$ cat config.mk
export PLATFORM = sky130hd
export DESIGN_NAME = pmm_loader
export DESIGN_NICKNAME = d
export VERILOG_FILES = /design/src/design/pmm_pkg.sv /design/src/design/pmm_ld_if.sv /design/src/design/pmm_cfg_fetch.sv /design/src/design/pmm_loader.sv
export SDC_FILE = /design/constraint.sdc
export NUM_CORES = 1
export LEC_CHECK = 0
export BUFFER_PORTS_ARGS = -buffer_cell sky130_fd_sc_hd__buf_2
export CAP_MARGIN = 20
export CORE_MARGIN = 2
export CORE_UTILIZATION = 48
export CTS_BUF_LIST = sky130_fd_sc_hd__clkbuf_16
export DETAILED_ROUTE_END_ITERATION = 7
export HOLD_SLACK_MARGIN = 0.06
export MAX_ROUTING_LAYER = met4
export PLACE_DENSITY_LB_ADDON = 0.1
export SETUP_SLACK_MARGIN = 0.1
export SLEW_MARGIN = 20
export SYNTH_ARGS = -nofsm -noshare
export SYNTH_HDL_FRONTEND = slang
export SYNTH_SLANG_ARGS = --single-unit
$ cat constraint.sdc
create_clock -name clk -period 2.3 [get_ports clk]
set_input_delay 0.46 -clock clk [delete_from_list [all_inputs] [get_ports clk]]
set_output_delay 0.46 -clock clk [all_outputs]
set_load 0.05 [all_outputs]
$ cat src/design/pmm_pkg.sv
// constants and types shared by the program memory map loader
package pmm_pkg;
    // ************************************************************
    // program memory layout
    // ************************************************************
    localparam int PMM_AW = 24; // byte-style program address width
    localparam int PMM_WW = 23; // flash word index width
    localparam int PMM_IW = 24; // instruction word width
    localparam logic [7:0] PMM_PHANTOM = 8'h00; // unimplemented top byte
    localparam logic [23:0] PMM_PC_STEP = 24'h000002;
    localparam logic [23:0] PMM_RESET_VEC = 24'h000000;
    localparam logic [23:0] PMM_START_PTR = 24'h000002;
    localparam logic [23:0] PMM_IVT_BASE = 24'h000004;
    localparam logic [23:0] PMM_IVT_END = 24'h0000FF;
    localparam logic [23:0] PMM_ALTERNATE_VECTOR_TABLE_BASE = 24'h000100;
    localparam logic [23:0] PMM_ALTERNATE_VECTOR_TABLE_END = 24'h0001FF;
    localparam logic [23:0] PMM_RESV_END = 24'h000200;
    localparam logic [6:0] PMM_VEC_COUNT = 7'h7E; // entries per table
    localparam int PMM_ALT_BIT = 15; // alt_vector_select position

    // ************************************************************
    // configuration word locations by memory size
    // ************************************************************
    localparam logic [23:0] PMM_CFG_5K5 = 24'h002BFC;
    localparam logic [23:0] PMM_CFG_11K = 24'h0057FC;
    localparam logic [23:0] PMM_CFG_16K = 24'h0083FC;
    localparam logic [23:0] PMM_CFG_22K = 24'h00ABFC;
    localparam logic [23:0] PMM_CFG_NEXT = 24'h000002;
    localparam logic [15:0] PMM_CFG_RESET = 16'h0000;

    typedef enum logic [1:0] {
        PMM_SIZE_5K5 = 2'h0,
        PMM_SIZE_11K = 2'h1,
        PMM_SIZE_16K = 2'h2,
        PMM_SIZE_22K = 2'h3
    } pmm_size_t;

    // first configuration word address for a memory size
    function automatic logic [23:0] pmm_cfg_addr(input pmm_size_t s);
        case (s)
            PMM_SIZE_5K5: pmm_cfg_addr = PMM_CFG_5K5;
            PMM_SIZE_11K: pmm_cfg_addr = PMM_CFG_11K;
            PMM_SIZE_16K: pmm_cfg_addr = PMM_CFG_16K;
            default: pmm_cfg_addr = PMM_CFG_22K;
        endcase
    endfunction
endpackage

$ cat src/design/pmm_ld_if.sv
// carrier between the loader sequencer and the memory map front end
`timescale 1ns/1ps
interface pmm_ld_if;
    logic req;
    logic [22:0] waddr;
    logic [23:0] rdata;
    logic done;
    logic [23:0] word0;
    logic [23:0] word1;
    modport loader (output req, waddr, done, word0, word1, input rdata);
    modport front (input req, waddr, done, word0, word1, output rdata);
endinterface

$ cat src/design/pmm_cfg_fetch.sv
// reset-time reader of the two configuration words
`timescale 1ns/1ps
module pmm_cfg_fetch
    import pmm_pkg::*;
#(
    parameter pmm_pkg::pmm_size_t MEM_SIZE = pmm_pkg::PMM_SIZE_11K
) (
    // clock and reset
    input wire logic clk,
    input wire logic rstn,
    // flash path shared with the front end
    pmm_ld_if.loader ld
);
    // ************************************************************
    // sequencer
    // ************************************************************
    typedef enum logic [2:0] {
        PMM_C_RD0 = 3'h0,
        PMM_C_WT0 = 3'h1,
        PMM_C_CP0 = 3'h2,
        PMM_C_RD1 = 3'h3,
        PMM_C_WT1 = 3'h4,
        PMM_C_CP1 = 3'h5,
        PMM_C_DONE = 3'h6
    } pmm_cstate_t;

    localparam logic [23:0] CFG_A0 = pmm_cfg_addr(MEM_SIZE);
    localparam logic [23:0] CFG_A1 = CFG_A0 + PMM_CFG_NEXT;

    pmm_cstate_t state_q, state_d;
    logic [23:0] w0_q, w0_d, w1_q, w1_d;

    // the front end registers req, so data lands two states later
    always_comb begin
        state_d = state_q;
        w0_d = w0_q;
        w1_d = w1_q;
        case (state_q)
            PMM_C_RD0: state_d = PMM_C_WT0;
            PMM_C_WT0: state_d = PMM_C_CP0;
            PMM_C_CP0: begin
                w0_d = ld.rdata;
                state_d = PMM_C_RD1;
            end
            PMM_C_RD1: state_d = PMM_C_WT1;
            PMM_C_WT1: state_d = PMM_C_CP1;
            PMM_C_CP1: begin
                w1_d = ld.rdata;
                state_d = PMM_C_DONE;
            end
            PMM_C_DONE: state_d = PMM_C_DONE;
            default: state_d = PMM_C_RD0;
        endcase
    end

    // restarts only through reset, so every reset reloads
    always_ff @(posedge clk or negedge rstn) begin
        if (!rstn) begin
            state_q <= PMM_C_RD0;
            w0_q <= 24'h000000;
            w1_q <= 24'h000000;
        end else begin
            state_q <= state_d;
            w0_q <= w0_d;
            w1_q <= w1_d;
        end
    end

    // word addresses drop bit 0, the lower-word byte lane
    assign ld.req = (state_q == PMM_C_RD0) || (state_q == PMM_C_RD1);
    assign ld.waddr = (state_q == PMM_C_RD1) ? CFG_A1[23:1] : CFG_A0[23:1];
    assign ld.done = (state_q == PMM_C_DONE);
    assign ld.word0 = w0_q;
    assign ld.word1 = w1_q;

    // ************************************************************
    // checks
    // ************************************************************
    // anchored on the first advance: the reset state lingers one edge
    cfg_addr_a: assert property (@(posedge clk) disable iff (!rstn)
        (state_q == PMM_C_WT0) |-> ($past(ld.waddr) == CFG_A0[23:1])
        ##2 (ld.req && ld.waddr == CFG_A1[23:1]))
        else $error("second config word not two past the first");
endmodule // pmm_cfg_fetch

$ cat src/design/pmm_loader.sv
// program memory map front end: reset load, fetch, vectors, reads
`timescale 1ns/1ps
module pmm_loader
    import pmm_pkg::*;
#(
    parameter pmm_pkg::pmm_size_t MEM_SIZE = pmm_pkg::PMM_SIZE_11K
) (
    // clock and reset
    input wire logic clk,
    input wire logic rstn,
    // core requests, one-cycle pulses taken while ready_q
    input wire logic fetch_req,
    input wire logic step_up,
    input wire logic step_down,
    input wire logic jump_req,
    input wire logic [pmm_pkg::PMM_AW-1:0] jump_addr,
    input wire logic data_req,
    input wire logic [pmm_pkg::PMM_AW-1:0] data_addr,
    input wire logic vec_req,
    input wire logic [6:0] vec_num,
    input wire logic [15:0] interrupt_control_two,
    // core answers
    output logic core_run_q,
    output logic ready_q,
    output logic [pmm_pkg::PMM_AW-1:0] pc_q,
    output logic in_vectors_q,
    output logic fetch_ack_q,
    output logic [pmm_pkg::PMM_IW-1:0] instr_q,
    output logic data_ack_q,
    output logic [15:0] data_rdata_q,
    output logic vec_ack_q,
    output logic vec_err_q,
    // configuration registers
    output logic [15:0] cfg_reg0_q,
    output logic [15:0] cfg_reg1_q,
    output logic [15:0] cfg_reg2_q,
    // flash array, data one cycle after flash_rd_q
    output logic flash_rd_q,
    output logic [pmm_pkg::PMM_WW-1:0] flash_waddr_q,
    input wire logic [pmm_pkg::PMM_IW-1:0] flash_rdata
);
    import pmm_pkg::*;

    // ************************************************************
    // elaboration checks and helpers
    // ************************************************************
    if (PMM_IW != 24) begin : g_bad_width
        $error("instruction width must be 24");
    end

    // packed config bits do not follow register layout
    function automatic logic [47:0] unpack_cfg(input logic [23:0] w0,
                                               input logic [23:0] w1);
        unpack_cfg = {w0[7:0], w1[7:0], w0[15:8], w1[15:8],
                      w1[23:16], w0[23:16]};
    endfunction

    // vector table entry for a source number
    function automatic logic [23:0] vec_addr(input logic alt,
                                             input logic [6:0] n);
        vec_addr = (alt ? PMM_ALTERNATE_VECTOR_TABLE_BASE : PMM_IVT_BASE)
                   + {16'h0000, n, 1'b0};
    endfunction

    pmm_ld_if ld();

    pmm_cfg_fetch #(.MEM_SIZE(MEM_SIZE)) u_cfg (
        .clk(clk),
        .rstn(rstn),
        .ld(ld)
    );

    assign ld.rdata = flash_rdata;

    // ************************************************************
    // access sequencer
    // ************************************************************
    typedef enum logic [2:0] {
        PMM_S_LOAD = 3'h0,
        PMM_S_IDLE = 3'h1,
        PMM_S_WAIT = 3'h2,
        PMM_S_CAPT = 3'h3
    } pmm_state_t;

    typedef enum logic [1:0] {
        PMM_K_FETCH = 2'h0,
        PMM_K_DATA = 2'h1,
        PMM_K_VEC = 2'h2
    } pmm_kind_t;

    pmm_state_t state_q, state_d;
    pmm_kind_t kind_q, kind_d;
    logic run_d, rd_d, fack_d, dack_d, vack_d, verr_d, dsel_q, dsel_d;
    logic [23:0] pc_d, instr_d;
    logic [22:0] waddr_d;
    logic [15:0] drd_d;
    logic [47:0] cfg_q, cfg_d;
    logic alt_sel;
    logic [23:0] vec_a;

    assign alt_sel = interrupt_control_two[PMM_ALT_BIT];
    // entry address kept as a net so its word index can be sliced
    assign vec_a = vec_addr(alt_sel, vec_num);

    // priority in idle: vector, jump, step up, step down, data, fetch
    always_comb begin
        state_d = state_q;
        kind_d = kind_q;
        run_d = core_run_q;
        pc_d = pc_q;
        instr_d = instr_q;
        drd_d = data_rdata_q;
        dsel_d = dsel_q;
        cfg_d = cfg_q;
        rd_d = 1'b0;
        waddr_d = flash_waddr_q;
        fack_d = 1'b0;
        dack_d = 1'b0;
        vack_d = 1'b0;
        verr_d = 1'b0;
        case (state_q)
            PMM_S_LOAD: begin
                rd_d = ld.req;
                waddr_d = ld.waddr;
                if (ld.done) begin
                    cfg_d = unpack_cfg(ld.word0, ld.word1);
                    run_d = 1'b1;
                    pc_d = PMM_RESET_VEC;
                    state_d = PMM_S_IDLE;
                end
            end
            PMM_S_IDLE: begin
                if (vec_req) begin
                    if (vec_num >= PMM_VEC_COUNT) begin
                        vack_d = 1'b1;
                        verr_d = 1'b1;
                    end else begin
                        rd_d = 1'b1;
                        waddr_d = vec_a[23:1];
                        kind_d = PMM_K_VEC;
                        state_d = PMM_S_WAIT;
                    end
                end else if (jump_req) begin
                    pc_d = {jump_addr[23:1], 1'b0};
                end else if (step_up) begin
                    pc_d = pc_q + PMM_PC_STEP;
                end else if (step_down) begin
                    pc_d = pc_q - PMM_PC_STEP;
                end else if (data_req) begin
                    rd_d = 1'b1;
                    waddr_d = data_addr[23:1];
                    dsel_d = data_addr[0];
                    kind_d = PMM_K_DATA;
                    state_d = PMM_S_WAIT;
                end else if (fetch_req) begin
                    rd_d = 1'b1;
                    waddr_d = pc_q[23:1];
                    kind_d = PMM_K_FETCH;
                    state_d = PMM_S_WAIT;
                end
            end
            PMM_S_WAIT: state_d = PMM_S_CAPT;
            PMM_S_CAPT: begin
                state_d = PMM_S_IDLE;
                case (kind_q)
                    PMM_K_VEC: begin
                        pc_d = {flash_rdata[23:1], 1'b0};
                        vack_d = 1'b1;
                    end
                    PMM_K_DATA: begin
                        // odd address: phantom byte over upper bits
                        drd_d = dsel_q ? {PMM_PHANTOM, flash_rdata[23:16]}
                                       : flash_rdata[15:0];
                        dack_d = 1'b1;
                    end
                    default: begin
                        instr_d = flash_rdata;
                        fack_d = 1'b1;
                    end
                endcase
            end
            default: state_d = PMM_S_LOAD;
        endcase
    end

    // registers cleared on every reset except in_vectors_q, which is set; core held until load ends
    always_ff @(posedge clk or negedge rstn) begin
        if (!rstn) begin
            state_q <= PMM_S_LOAD;
            kind_q <= PMM_K_FETCH;
            core_run_q <= 1'b0;
            ready_q <= 1'b0;
            pc_q <= PMM_RESET_VEC;
            in_vectors_q <= 1'b1;
            instr_q <= 24'h000000;
            data_rdata_q <= 16'h0000;
            dsel_q <= 1'b0;
            cfg_q <= {PMM_CFG_RESET, PMM_CFG_RESET, PMM_CFG_RESET};
            flash_rd_q <= 1'b0;
            flash_waddr_q <= 23'h000000;
            fetch_ack_q <= 1'b0;
            data_ack_q <= 1'b0;
            vec_ack_q <= 1'b0;
            vec_err_q <= 1'b0;
        end else begin
            state_q <= state_d;
            kind_q <= kind_d;
            core_run_q <= run_d;
            ready_q <= (state_d == PMM_S_IDLE);
            pc_q <= pc_d;
            in_vectors_q <= (pc_d < PMM_RESV_END);
            instr_q <= instr_d;
            data_rdata_q <= drd_d;
            dsel_q <= dsel_d;
            cfg_q <= cfg_d;
            flash_rd_q <= rd_d;
            flash_waddr_q <= waddr_d;
            fetch_ack_q <= fack_d;
            data_ack_q <= dack_d;
            vec_ack_q <= vack_d;
            vec_err_q <= verr_d;
        end
    end

    assign cfg_reg0_q = cfg_q[47:32];
    assign cfg_reg1_q = cfg_q[31:16];
    assign cfg_reg2_q = cfg_q[15:0];

    // ************************************************************
    // checks
    // ************************************************************
    phantom_zero_a: assert property (@(posedge clk) disable iff (!rstn)
        (data_ack_q && dsel_q) |-> (data_rdata_q[15:8] == PMM_PHANTOM))
        else $error("phantom byte not zero");

    lane_map_a: assert property (@(posedge clk) disable iff (!rstn)
        (ready_q && data_req && !vec_req && !jump_req && !step_up
         && !step_down) |=> (flash_rd_q
         && flash_waddr_q == $past(data_addr[23:1])) ##2 data_ack_q)
        else $error("data read lane or timing wrong");

    step_two_a: assert property (@(posedge clk) disable iff (!rstn)
        (ready_q && step_up && !vec_req && !jump_req)
        |=> (pc_q == $past(pc_q) + PMM_PC_STEP) && (pc_q[0] == 1'b0))
        else $error("pc did not step by two");

    resv_flag_a: assert property (@(posedge clk) disable iff (!rstn)
        in_vectors_q == (pc_q[23:9] == 15'h0000))
        else $error("vector region flag wrong");

    start_pc_a: assert property (@(posedge clk) disable iff (!rstn)
        $rose(core_run_q) |-> (pc_q == PMM_RESET_VEC) && ready_q)
        else $error("core released away from reset vector");

    vec_table_a: assert property (@(posedge clk) disable iff (!rstn)
        (ready_q && vec_req && vec_num < PMM_VEC_COUNT)
        |=> flash_rd_q && (flash_waddr_q[22:8] == 15'h0000)
            && (flash_waddr_q[7] == $past(alt_sel)) ##2 vec_ack_q)
        else $error("vector fetched from wrong table");

    cfg_copy_a: assert property (@(posedge clk) disable iff (!rstn)
        $rose(core_run_q) |-> (cfg_reg2_q == {ld.word1[23:16],
                                              ld.word0[23:16]}))
        else $error("config words not copied");

    hold_core_a: assert property (@(posedge clk) disable iff (!rstn)
        !ld.done |-> !core_run_q && !ready_q)
        else $error("core released before config load");
endmodule // pmm_loader

# Word-level counts from Yosys, hierarchy flattened
# Index checks and enable logic that the tools add are counted.
[word_totals]
in_bits = 103
regBits = 200
elab_cells = 115
[op_classes]
n_reduce_logical = 13
eq_ne = 21
add_sub_neg = 3
bitwise_logic = 5
magnitude_cmp = 2
mux = 52
[op_table]
columns = ["cell", "n"]
rows = [
  ["$mux W23", 7],
  ["$mux W24", 6],
  ["$pmux W24 S3", 1],
  ["$pmux W23 S2", 1],
  ["$add A24 B2 Y24 const B", 1],
  ["$lt A24 B10 Y1 const B", 1],
  ["$mux W3", 8],
  ["$sub A24 B2 Y24 const B", 1],
  ["$pmux W3 S6", 1],
  ["$reduce_and A6 Y1", 3],
  ["$mux W1", 16],
  ["$mux W16", 1],
  ["$mux W2", 7],
  ["$eq A3 B2 Y1 const B", 4],
  ["$ne A3 B3 Y1 const B", 4],
  ["$pmux W3 S4", 1],
  ["$add A9 B8 Y10", 1],
  ["$eq A3 B1 Y1 const B", 3],
  ["$eq A3 B3 Y1 const B", 3],
  ["$mux W9", 1],
  ["$ge A7 B7 Y1 const B", 1],
  ["$logic_not A3 Y1", 2],
  ["$ne A2 B1 Y1 const B", 3],
  ["$reduce_and A2 Y1", 3],
  ["10 further kinds", 16],
]

# Depth between registers and ports, before layout
# Gate-level depths: netlist (run 1).
[logic_depth]
ltp_word = 8
ltp_mapped = 11

# Hierarchy
# From an unflattened synthesis (run 1), not the netlist that was laid out.
[hier_totals]
cells_unflattened = 906
hier_area_um2 = 9899.5
[by_module_without_submodules]
columns = ["mod", "area_each_um2", "cells_each", "seq_area_each_um2", "n_inst"]
rows = [
  ["pmm_loader", 7781.2, 767, 3704.8, 1],
  ["pmm_cfg_fetch", 2118.3, 139, 1276.2, 1],
]

# Worst setup path before layout (run 1)
# Ideal clock, no wire load.
[synth_path]
kind = "reg2reg"
startpoint = "reg pc_q[1] in the netlist's numbering"
endpoint = "reg in_vectors_q"
arrival_ps = 2736
period_less_slack_ps = 2826
setup_time_ps = 89
setup_slack_ps = -526
path_stages_with_launch = 12
path_cell_list = "dfrtp_1 > buf_2 > inv_1 > ha_1 > or3b_2 > nor3_1 > a21oi_1 > a21o_1 > a221o_1 > nor2_1 > nand4_1 > nor4b_2"
[synth_via]
elab_chain_cells = 7
[synth_rtl]
columns = ["element", "line_no", "rtl"]
rows = [
  ["start: declaration", "pmm_loader.sv:25", "output logic [pmm_pkg::PMM_AW-1:0] pc_q,"],
  ["start signal: assignment", "pmm_loader.sv:210", "pc_q <= pc_d;"],
  ["$sub A24 B2 Y24", "pmm_loader.sv:148", "pc_d = pc_q - PMM_PC_STEP;"],
  ["$mux W24", "pmm_loader.sv:147", "end else if (step_down) begin"],
  ["$mux W24 *", "pmm_loader.sv:145", "end else if (step_up) begin"],
  ["$mux W24 *", "pmm_loader.sv:143", "end else if (jump_req) begin"],
  ["$mux W24 *", "pmm_loader.sv:133", "if (vec_req) begin"],
  ["$pmux W24 S3 *", "pmm_loader.sv:121", "case (state_q)"],
  ["named net pc_d[11]", "pmm_loader.sv:94", "logic [23:0] pc_d, instr_d;"],
  ["$lt A24 B10 Y1 *", "pmm_loader.sv:211", "in_vectors_q <= (pc_d < PMM_RESV_END);"],
  ["end signal: assignment", "pmm_loader.sv:211", ""],
  ["end: declaration", "pmm_loader.sv:26", "output logic in_vectors_q,"],
]
# Mark *: on every way through the listed nets, which the timed path passes. The rest lies on a longest branch.
# A chain may end at the register's enable or synchronous reset.

# Final worst setup path (run 1)
[layout_path]
startpoint = "reg pc_q[10] in the netlist's numbering"
endpoint = "reg in_vectors_q"
# The elaborated chain is that of the path after synthesis.

==> reports/metrics.yaml, run 1 <==
power_density_nw_per_um2: 927
ys_warn_count: 0
place_ws_ns: -0.362
dieArea_um2: 21000
synthToLayoutAreaGrowth_pct: 32.9
yosys.area.top_type: "dfrtp_1"
finClkSkew_ns: 0.0125
crit_type: "reg2reg"
postLayoutCellArea_um2: 12600
final_core_util_pct: 65.0
cp_num_buf_inv: 0
drv_cap: 0
period_needed_ns: 2.59
synth_top_area_share_pct: 52.1
grt_pass1_wl_mm: 43.9
clkTransAtPathRegs_ns: 0.08
grt_use_total_pct: 28.7
setup_viol: 2
clock-sinks: 199
fill_cells: 1585
syn_area_um2: 9520
drt_iter0_markers: 556
rsz0062_at_grt: "true"
drive_gt1_share_pct: 48.3
ys.flop_type: "dfrtp_1"
hold_viol_final: 0
via_count: 8110
drt-total-wl_mm: 29.1
regToRegEndpoint: "in_vectors_q"
clk_latency_ns: 0.45
worst_path_max_delay_cell: "or4_4"
slowest_delay_ns: 0.58
max_clock_freq_mhz: 386
slew_violations: 0
post_dp_cell_area_um2: 11800
place.gp.congestion: 0.910
status: "complete, but fails checks"
worst_slew_pin_slew_ns: 0.715
end_kind: "register"
crit_required_ns: 2.66
drc_errors: 0
ioPinCount: 246
port_buffers: 228
drt_first_pass_iters: 6
ir_drop_uv: 542
synthArstFlopShare_pct: 100
htree_levels: 4
ys_types: 63
grt_max_degree: 52
power_leakage_nw: 5.87
rows: 51
fp.dieH_um: 145
synthTopCellsByArea: "dfrtp_1 (52%), mux2_2 (15%), mux2i_1 (3.5%), nand2_1 (3.0%), o21ai_0 (2.8%)"
crit_family: "simple AND/OR/NAND/NOR gates"
synthCells: 860
startpoint_type: "register"
hold_depth: 2
avgRoutedWirePerCell_um: 20.2
hpwl_mm: 20.9
crit_chain: "or4_4 > nand4b_1 > o22ai_1 > mux2i_1 > nor2_1 > nor4_2 > nand4_1 > nor4b_2"
initial_core_util_pct: 48.9
violations: "setup timing"
clockRootBuffer: "clkbuf_16"
holdCritStartpoint: "data_addr[0]"
fin_ws_ns: -0.293
ant_nets: 0
post-route-period-util_pct: 113
antenna_found_initial: 1
final_nets: 1272
grt_pass1_vias: 7873
tritoncts: "done"
synth_seq_cells: 199
clockBufferDepth: 2
crit_cells: 8
hold_class: "in2reg"
ys_seq_area_share_pct: 52.3
core_um2: 19500
rrSetupSlack_ns: -0.29
reg2reg_from: "pc_q[10]"
dieWidth_um: 145
grt_overflow: 0
synth_edf_count: 0
stdcell_count: 1442
mostFrequentLayoutCells: "buf_2 (227), dfrtp_1 (189), mux2_2 (124), buf_4 (105), nand2_1 (75)"
avgViaCountPerCell: 5.62
final_common_cell: "buf_2"
slew_headroom_pct: 52.4
cp_max_fo: 4
cts_buffers: 17
syn_area_per_cell_um2: 11.1
hold_slack_ns: 0.248
worstHoldEndpoint: "dsel_q"
arrival_ns: 2.95
ff2ff_path_depth: 8
dp_cells: 1401
[stage by stage]
stage          total power [mW]  setup TNS, ns
5_1_grt                    12.2         -0.723
6_report                   11.7         -0.378
4_1_cts                    11.7         -0.309
2_1_floorplan              7.20         -0.306
3_5_place_dp               8.48         -0.366
3_3_place_gp               8.43         -0.336
[area by class of cell]
class                           instances  area (µm²)  share of cell area [%]
Sequential cell                       199        4990                    39.5
Multi-Input combinational cell        577        4450                    35.2
Timing Repair Buffer                  348        2170                    17.1
Clock buffer                           17         425                    3.36
Tap cell                              265         332                    2.62
Clock inverter                         15         205                    1.62
Inverter                               20        77.6                   0.613
Antenna cell                            1        2.50                  0.0198
[report_power, final]
group	total (mW)	switching [mW]	leakage, nW	internal [mW]
registers	4.33	0.301	2.34	4.03
logic	4.22	2.92	3.22	1.30
clock network	3.17	1.65	0.306	1.52
total	11.7	4.87	5.87	6.85
[timing repair]
| action | 4_1_cts | 5_1_grt |
|---|---|---|
| buffers inserted | 5 | 2 |
| gates resized for setup | 15 | 29 |
| setup endpoints to repair | 6 | 14 |
| pin swaps | 13 | 14 |
| endpoints found under the hold margin | 45 | 0 |
| hold buffers | 1 | 0 |
[how the worst max path moves through the flow]
stage,startpoint,slack [ns],endpoint
2_1_floorplan,pc_q[10],-0.31,in_vectors_q
3_3_place_gp,step_up,-0.34,in_vectors_q
3_5_place_dp,step_up,-0.36,in_vectors_q
4_1_cts,pc_q[2],-0.30,in_vectors_q
5_1_grt,pc_q[10],-0.37,in_vectors_q
6_report,pc_q[10],-0.29,in_vectors_q
[state kept, by name, indices dropped and copies added, names as in the netlist, 2 cells and up]
| signal | count |
|---|---|
| u_cfg.ld.word1 | 24 |
| instr_q | 24 |
| pc_q | 23 |
| kind_q | 2 |
| flash_waddr_q | 23 |
| data_rdata_q | 16 |
| state_q | 3 |
| u_cfg.ld.word0 | 24 |
| cfg_q | 48 |
| u_cfg.state_q | 3 |
[routing by layer]
| layer | track usage [%] | share of wire (%) | up-vias |
|---|---|---|---|
| met4 | 8.64 | 2.0 | 0 |
| met1 | 38.5 | 44 | 4030 |
| met5 | - | 0 | - |
| met3 | 6.02 | 6.7 | 53 |
| li1 | - | - | 3731 |
| met2 | 44.3 | 47 | 296 |
[synthesized netlist by cell type, drive strengths merged, types with 10 or more instances]
cell type	instances
a21oi	35
a22oi	10
buf	11
clkbuf	54
dfrtp	198
inv	20
mux2	124
mux2i	33
nand2	76
nand2b	12
nand3	12
nand4	15
nor2	45
nor3	12
o21ai	57
o22ai	10
o31ai	12
[cells by family after synthesis]
logic type,share of synthesized area [%]
mux,18.1
compound gates,12.2
other cells,0.0394
fa+ha+maj,0.789
simple gates,12.4
flops,52.3
buf+inv,3.50
xor+xnor,0.644
Power figures use the tool's default switching activity.
==> run 2: changes to the inputs <==
Settings changed: RECOVER_POWER set to 50.
==> run 2 against run 1 <==
Against the previous run:
- clock skew is 0.0012 ns lower
- sequential share of layout area is 0.40 points higher
- clock power hardly changed
- clock-buffer cell count stayed put
- hold slack better by 0.0041 ns
- first-iteration DRC count is 10% lower
- sequential power hardly changed
- via count hardly changed
- sequential cell count stayed put
- the flow still finishes with violations (setup timing)
==> reports/metrics.yaml, run 2 (synthesis gave the netlist of run 1 again) <==
status: "complete, but fails checks"
violations: "setup timing"
largest_reg_flops: 48
rows: 51
end_kind: "register"
top_layer_used: "met4"
place.gp.congestion: 0.910
grt_pass1_vias: 7873
slew_violations: 0
rrSetupSlack_ns: -0.30
slowest_delay_ns: 0.58
initial_core_util_pct: 48.9
drc_errors: 0
ioPinCount: 246
period_needed_ns: 2.60
fill_cells: 1620
fin_ws_ns: -0.303
clkTransAtPathRegs_ns: 0.09
regToRegEndpoint: "in_vectors_q"
fp.dieH_um: 145
stdcell_count: 1442
multi_input_area_um2: 4450
dr_wl_met2_mm: 13.6
rsz0062_at_grt: "true"
worst_path_max_delay_cell: "or4_4"
holdCritStartpoint: "data_addr[0]"
final_common_cell: "dfrtp_1"
ant_nets: 0
clock-sinks: 199
dieWidth_um: 145
via_count: 8111
hpwl_mm: 20.9
arrival_ns: 2.96
antenna_found_initial: 1
clockRootBuffer: "clkbuf_16"
wl_met1_mm: 13.0
slew_headroom_pct: 6.27
postLayoutCellArea_um2: 12500
grt_pass1_wl_mm: 43.9
drive_gt1_share_pct: 42.9
drt-total-wl_mm: 29.1
dr_wl_met3_mm: 1.94
drv_cap: 0
grt_overflow: 0
startpoint_type: "register"
seq_area_um2: 4990
worst_slew_pin_slew_ns: 1.41
crit_type: "reg2reg"
reg2reg_from: "pc_q[10]"
dieArea_um2: 21000
clockBufferDepth: 2
post-route-period-util_pct: 113
drt_first_pass_iters: 5
final_nets: 1272
power_leakage_nw: 5.66
cp_max_fo: 4
ir_drop_uv: 539
worstHoldEndpoint: "dsel_q"
grt_max_degree: 52
cts_buffers: 17
ff2ff_path_depth: 8
setup_viol: 2
hold_class: "in2reg"
finClkSkew_ns: 0.0112
crit_chain: "or4_4 > nand4b_1 > o22ai_1 > mux2i_1 > nor2_1 > nor4_2 > nand4_1 > nor4b_2"
dp_cells: 1401
core_um2: 19500
mostFrequentLayoutCells: "dfrtp_1 (189), buf_2 (167), mux2_2 (124), buf_4 (100), nand2_1 (75)"
power_density_nw_per_um2: 931
drt_iter0_markers: 499
final_core_util_pct: 64.3
avgRoutedWirePerCell_um: 20.2
hold_depth: 2
clk_latency_ns: 0.44
hold_viol_final: 0
regMostFlops: "cfg_q"
crit_required_ns: 2.66
synthToLayoutAreaGrowth_pct: 31.5
post_dp_cell_area_um2: 11800
tritoncts: "done"
htree_levels: 4
port_buffers: 228
avgViaCountPerCell: 5.62
max_clock_freq_mhz: 384
grt_use_total_pct: 28.7
==> run 2: worst max path at each step <==
stage / startpoint / to / cells past startpoint
3_5_place_dp: step_up / in_vectors_q / 9
4_1_cts: pc_q[2] / in_vectors_q / 9
6_report: pc_q[10] / in_vectors_q / 8
3_3_place_gp: step_up / in_vectors_q / 10
2_1_floorplan: pc_q[10] / in_vectors_q / 9
5_1_grt: pc_q[10] / in_vectors_q / 8
==> run 2: final cells by class <==
type	count	area share (%)
flip-flops and latches	199	39.9
multi-input cells	577	35.5
repair buffers	348	16.3
clock buffers	17	3.40
well taps	265	2.65
clock inverters	15	1.64
inverters	20	0.620
diodes	1	0.0200
==> run 2: what timing repair did <==
action                                  in CTS  in global routing
endpoints found under the setup margin       6                 14
hold buffers                                 1                  0
pin swaps                                   13                 14
resized for setup                           15                 29
hold endpoints to repair                    45                  0
setup buffers                                5                  2
==> run 2: layer usage <==
metal | vias to the layer above | global-route usage [%]
met2 | 298 | 44.3
met1 | 4034 | 38.5
met3 | 45 | 6.02
met5 | - | -
met4 | 0 | 8.64
li1 | 3734 | -
==> run 2: report_power, final <==
part / switching (mW) / internal [mW]
clock: 1.65 / 1.52
sequential: 0.308 / 4.03
combinational: 2.92 / 1.22
total: 4.88 / 6.77
==> run 2: worst max-delay path: cells and delay by family, from the launching register on <==
kind	cells	cell delay, ns
AO/OA/AOI/OAI	1	0.24
flip-flops	1	0.41
multiplexers	1	0.24
AND/OR/NAND/NOR	6	1.64
==> run 2: metrics by stage <==
| step | hold slack (ns) | setup TNS, ns | total power, mW | setup slack (ns) |
|---|---|---|---|---|
| final | 0.252 | -0.379 | 11.7 | -0.303 |
| after global routing | 0.243 | -0.723 | 12.1 | -0.372 |
| after CTS | 0.240 | -0.309 | 11.7 | -0.298 |
| after detailed placement | 0.462 | -0.366 | 8.48 | -0.362 |
| after global placement | 0.446 | -0.336 | 8.43 | -0.336 |
| after floorplan | 0.164 | -0.306 | 7.20 | -0.306 |
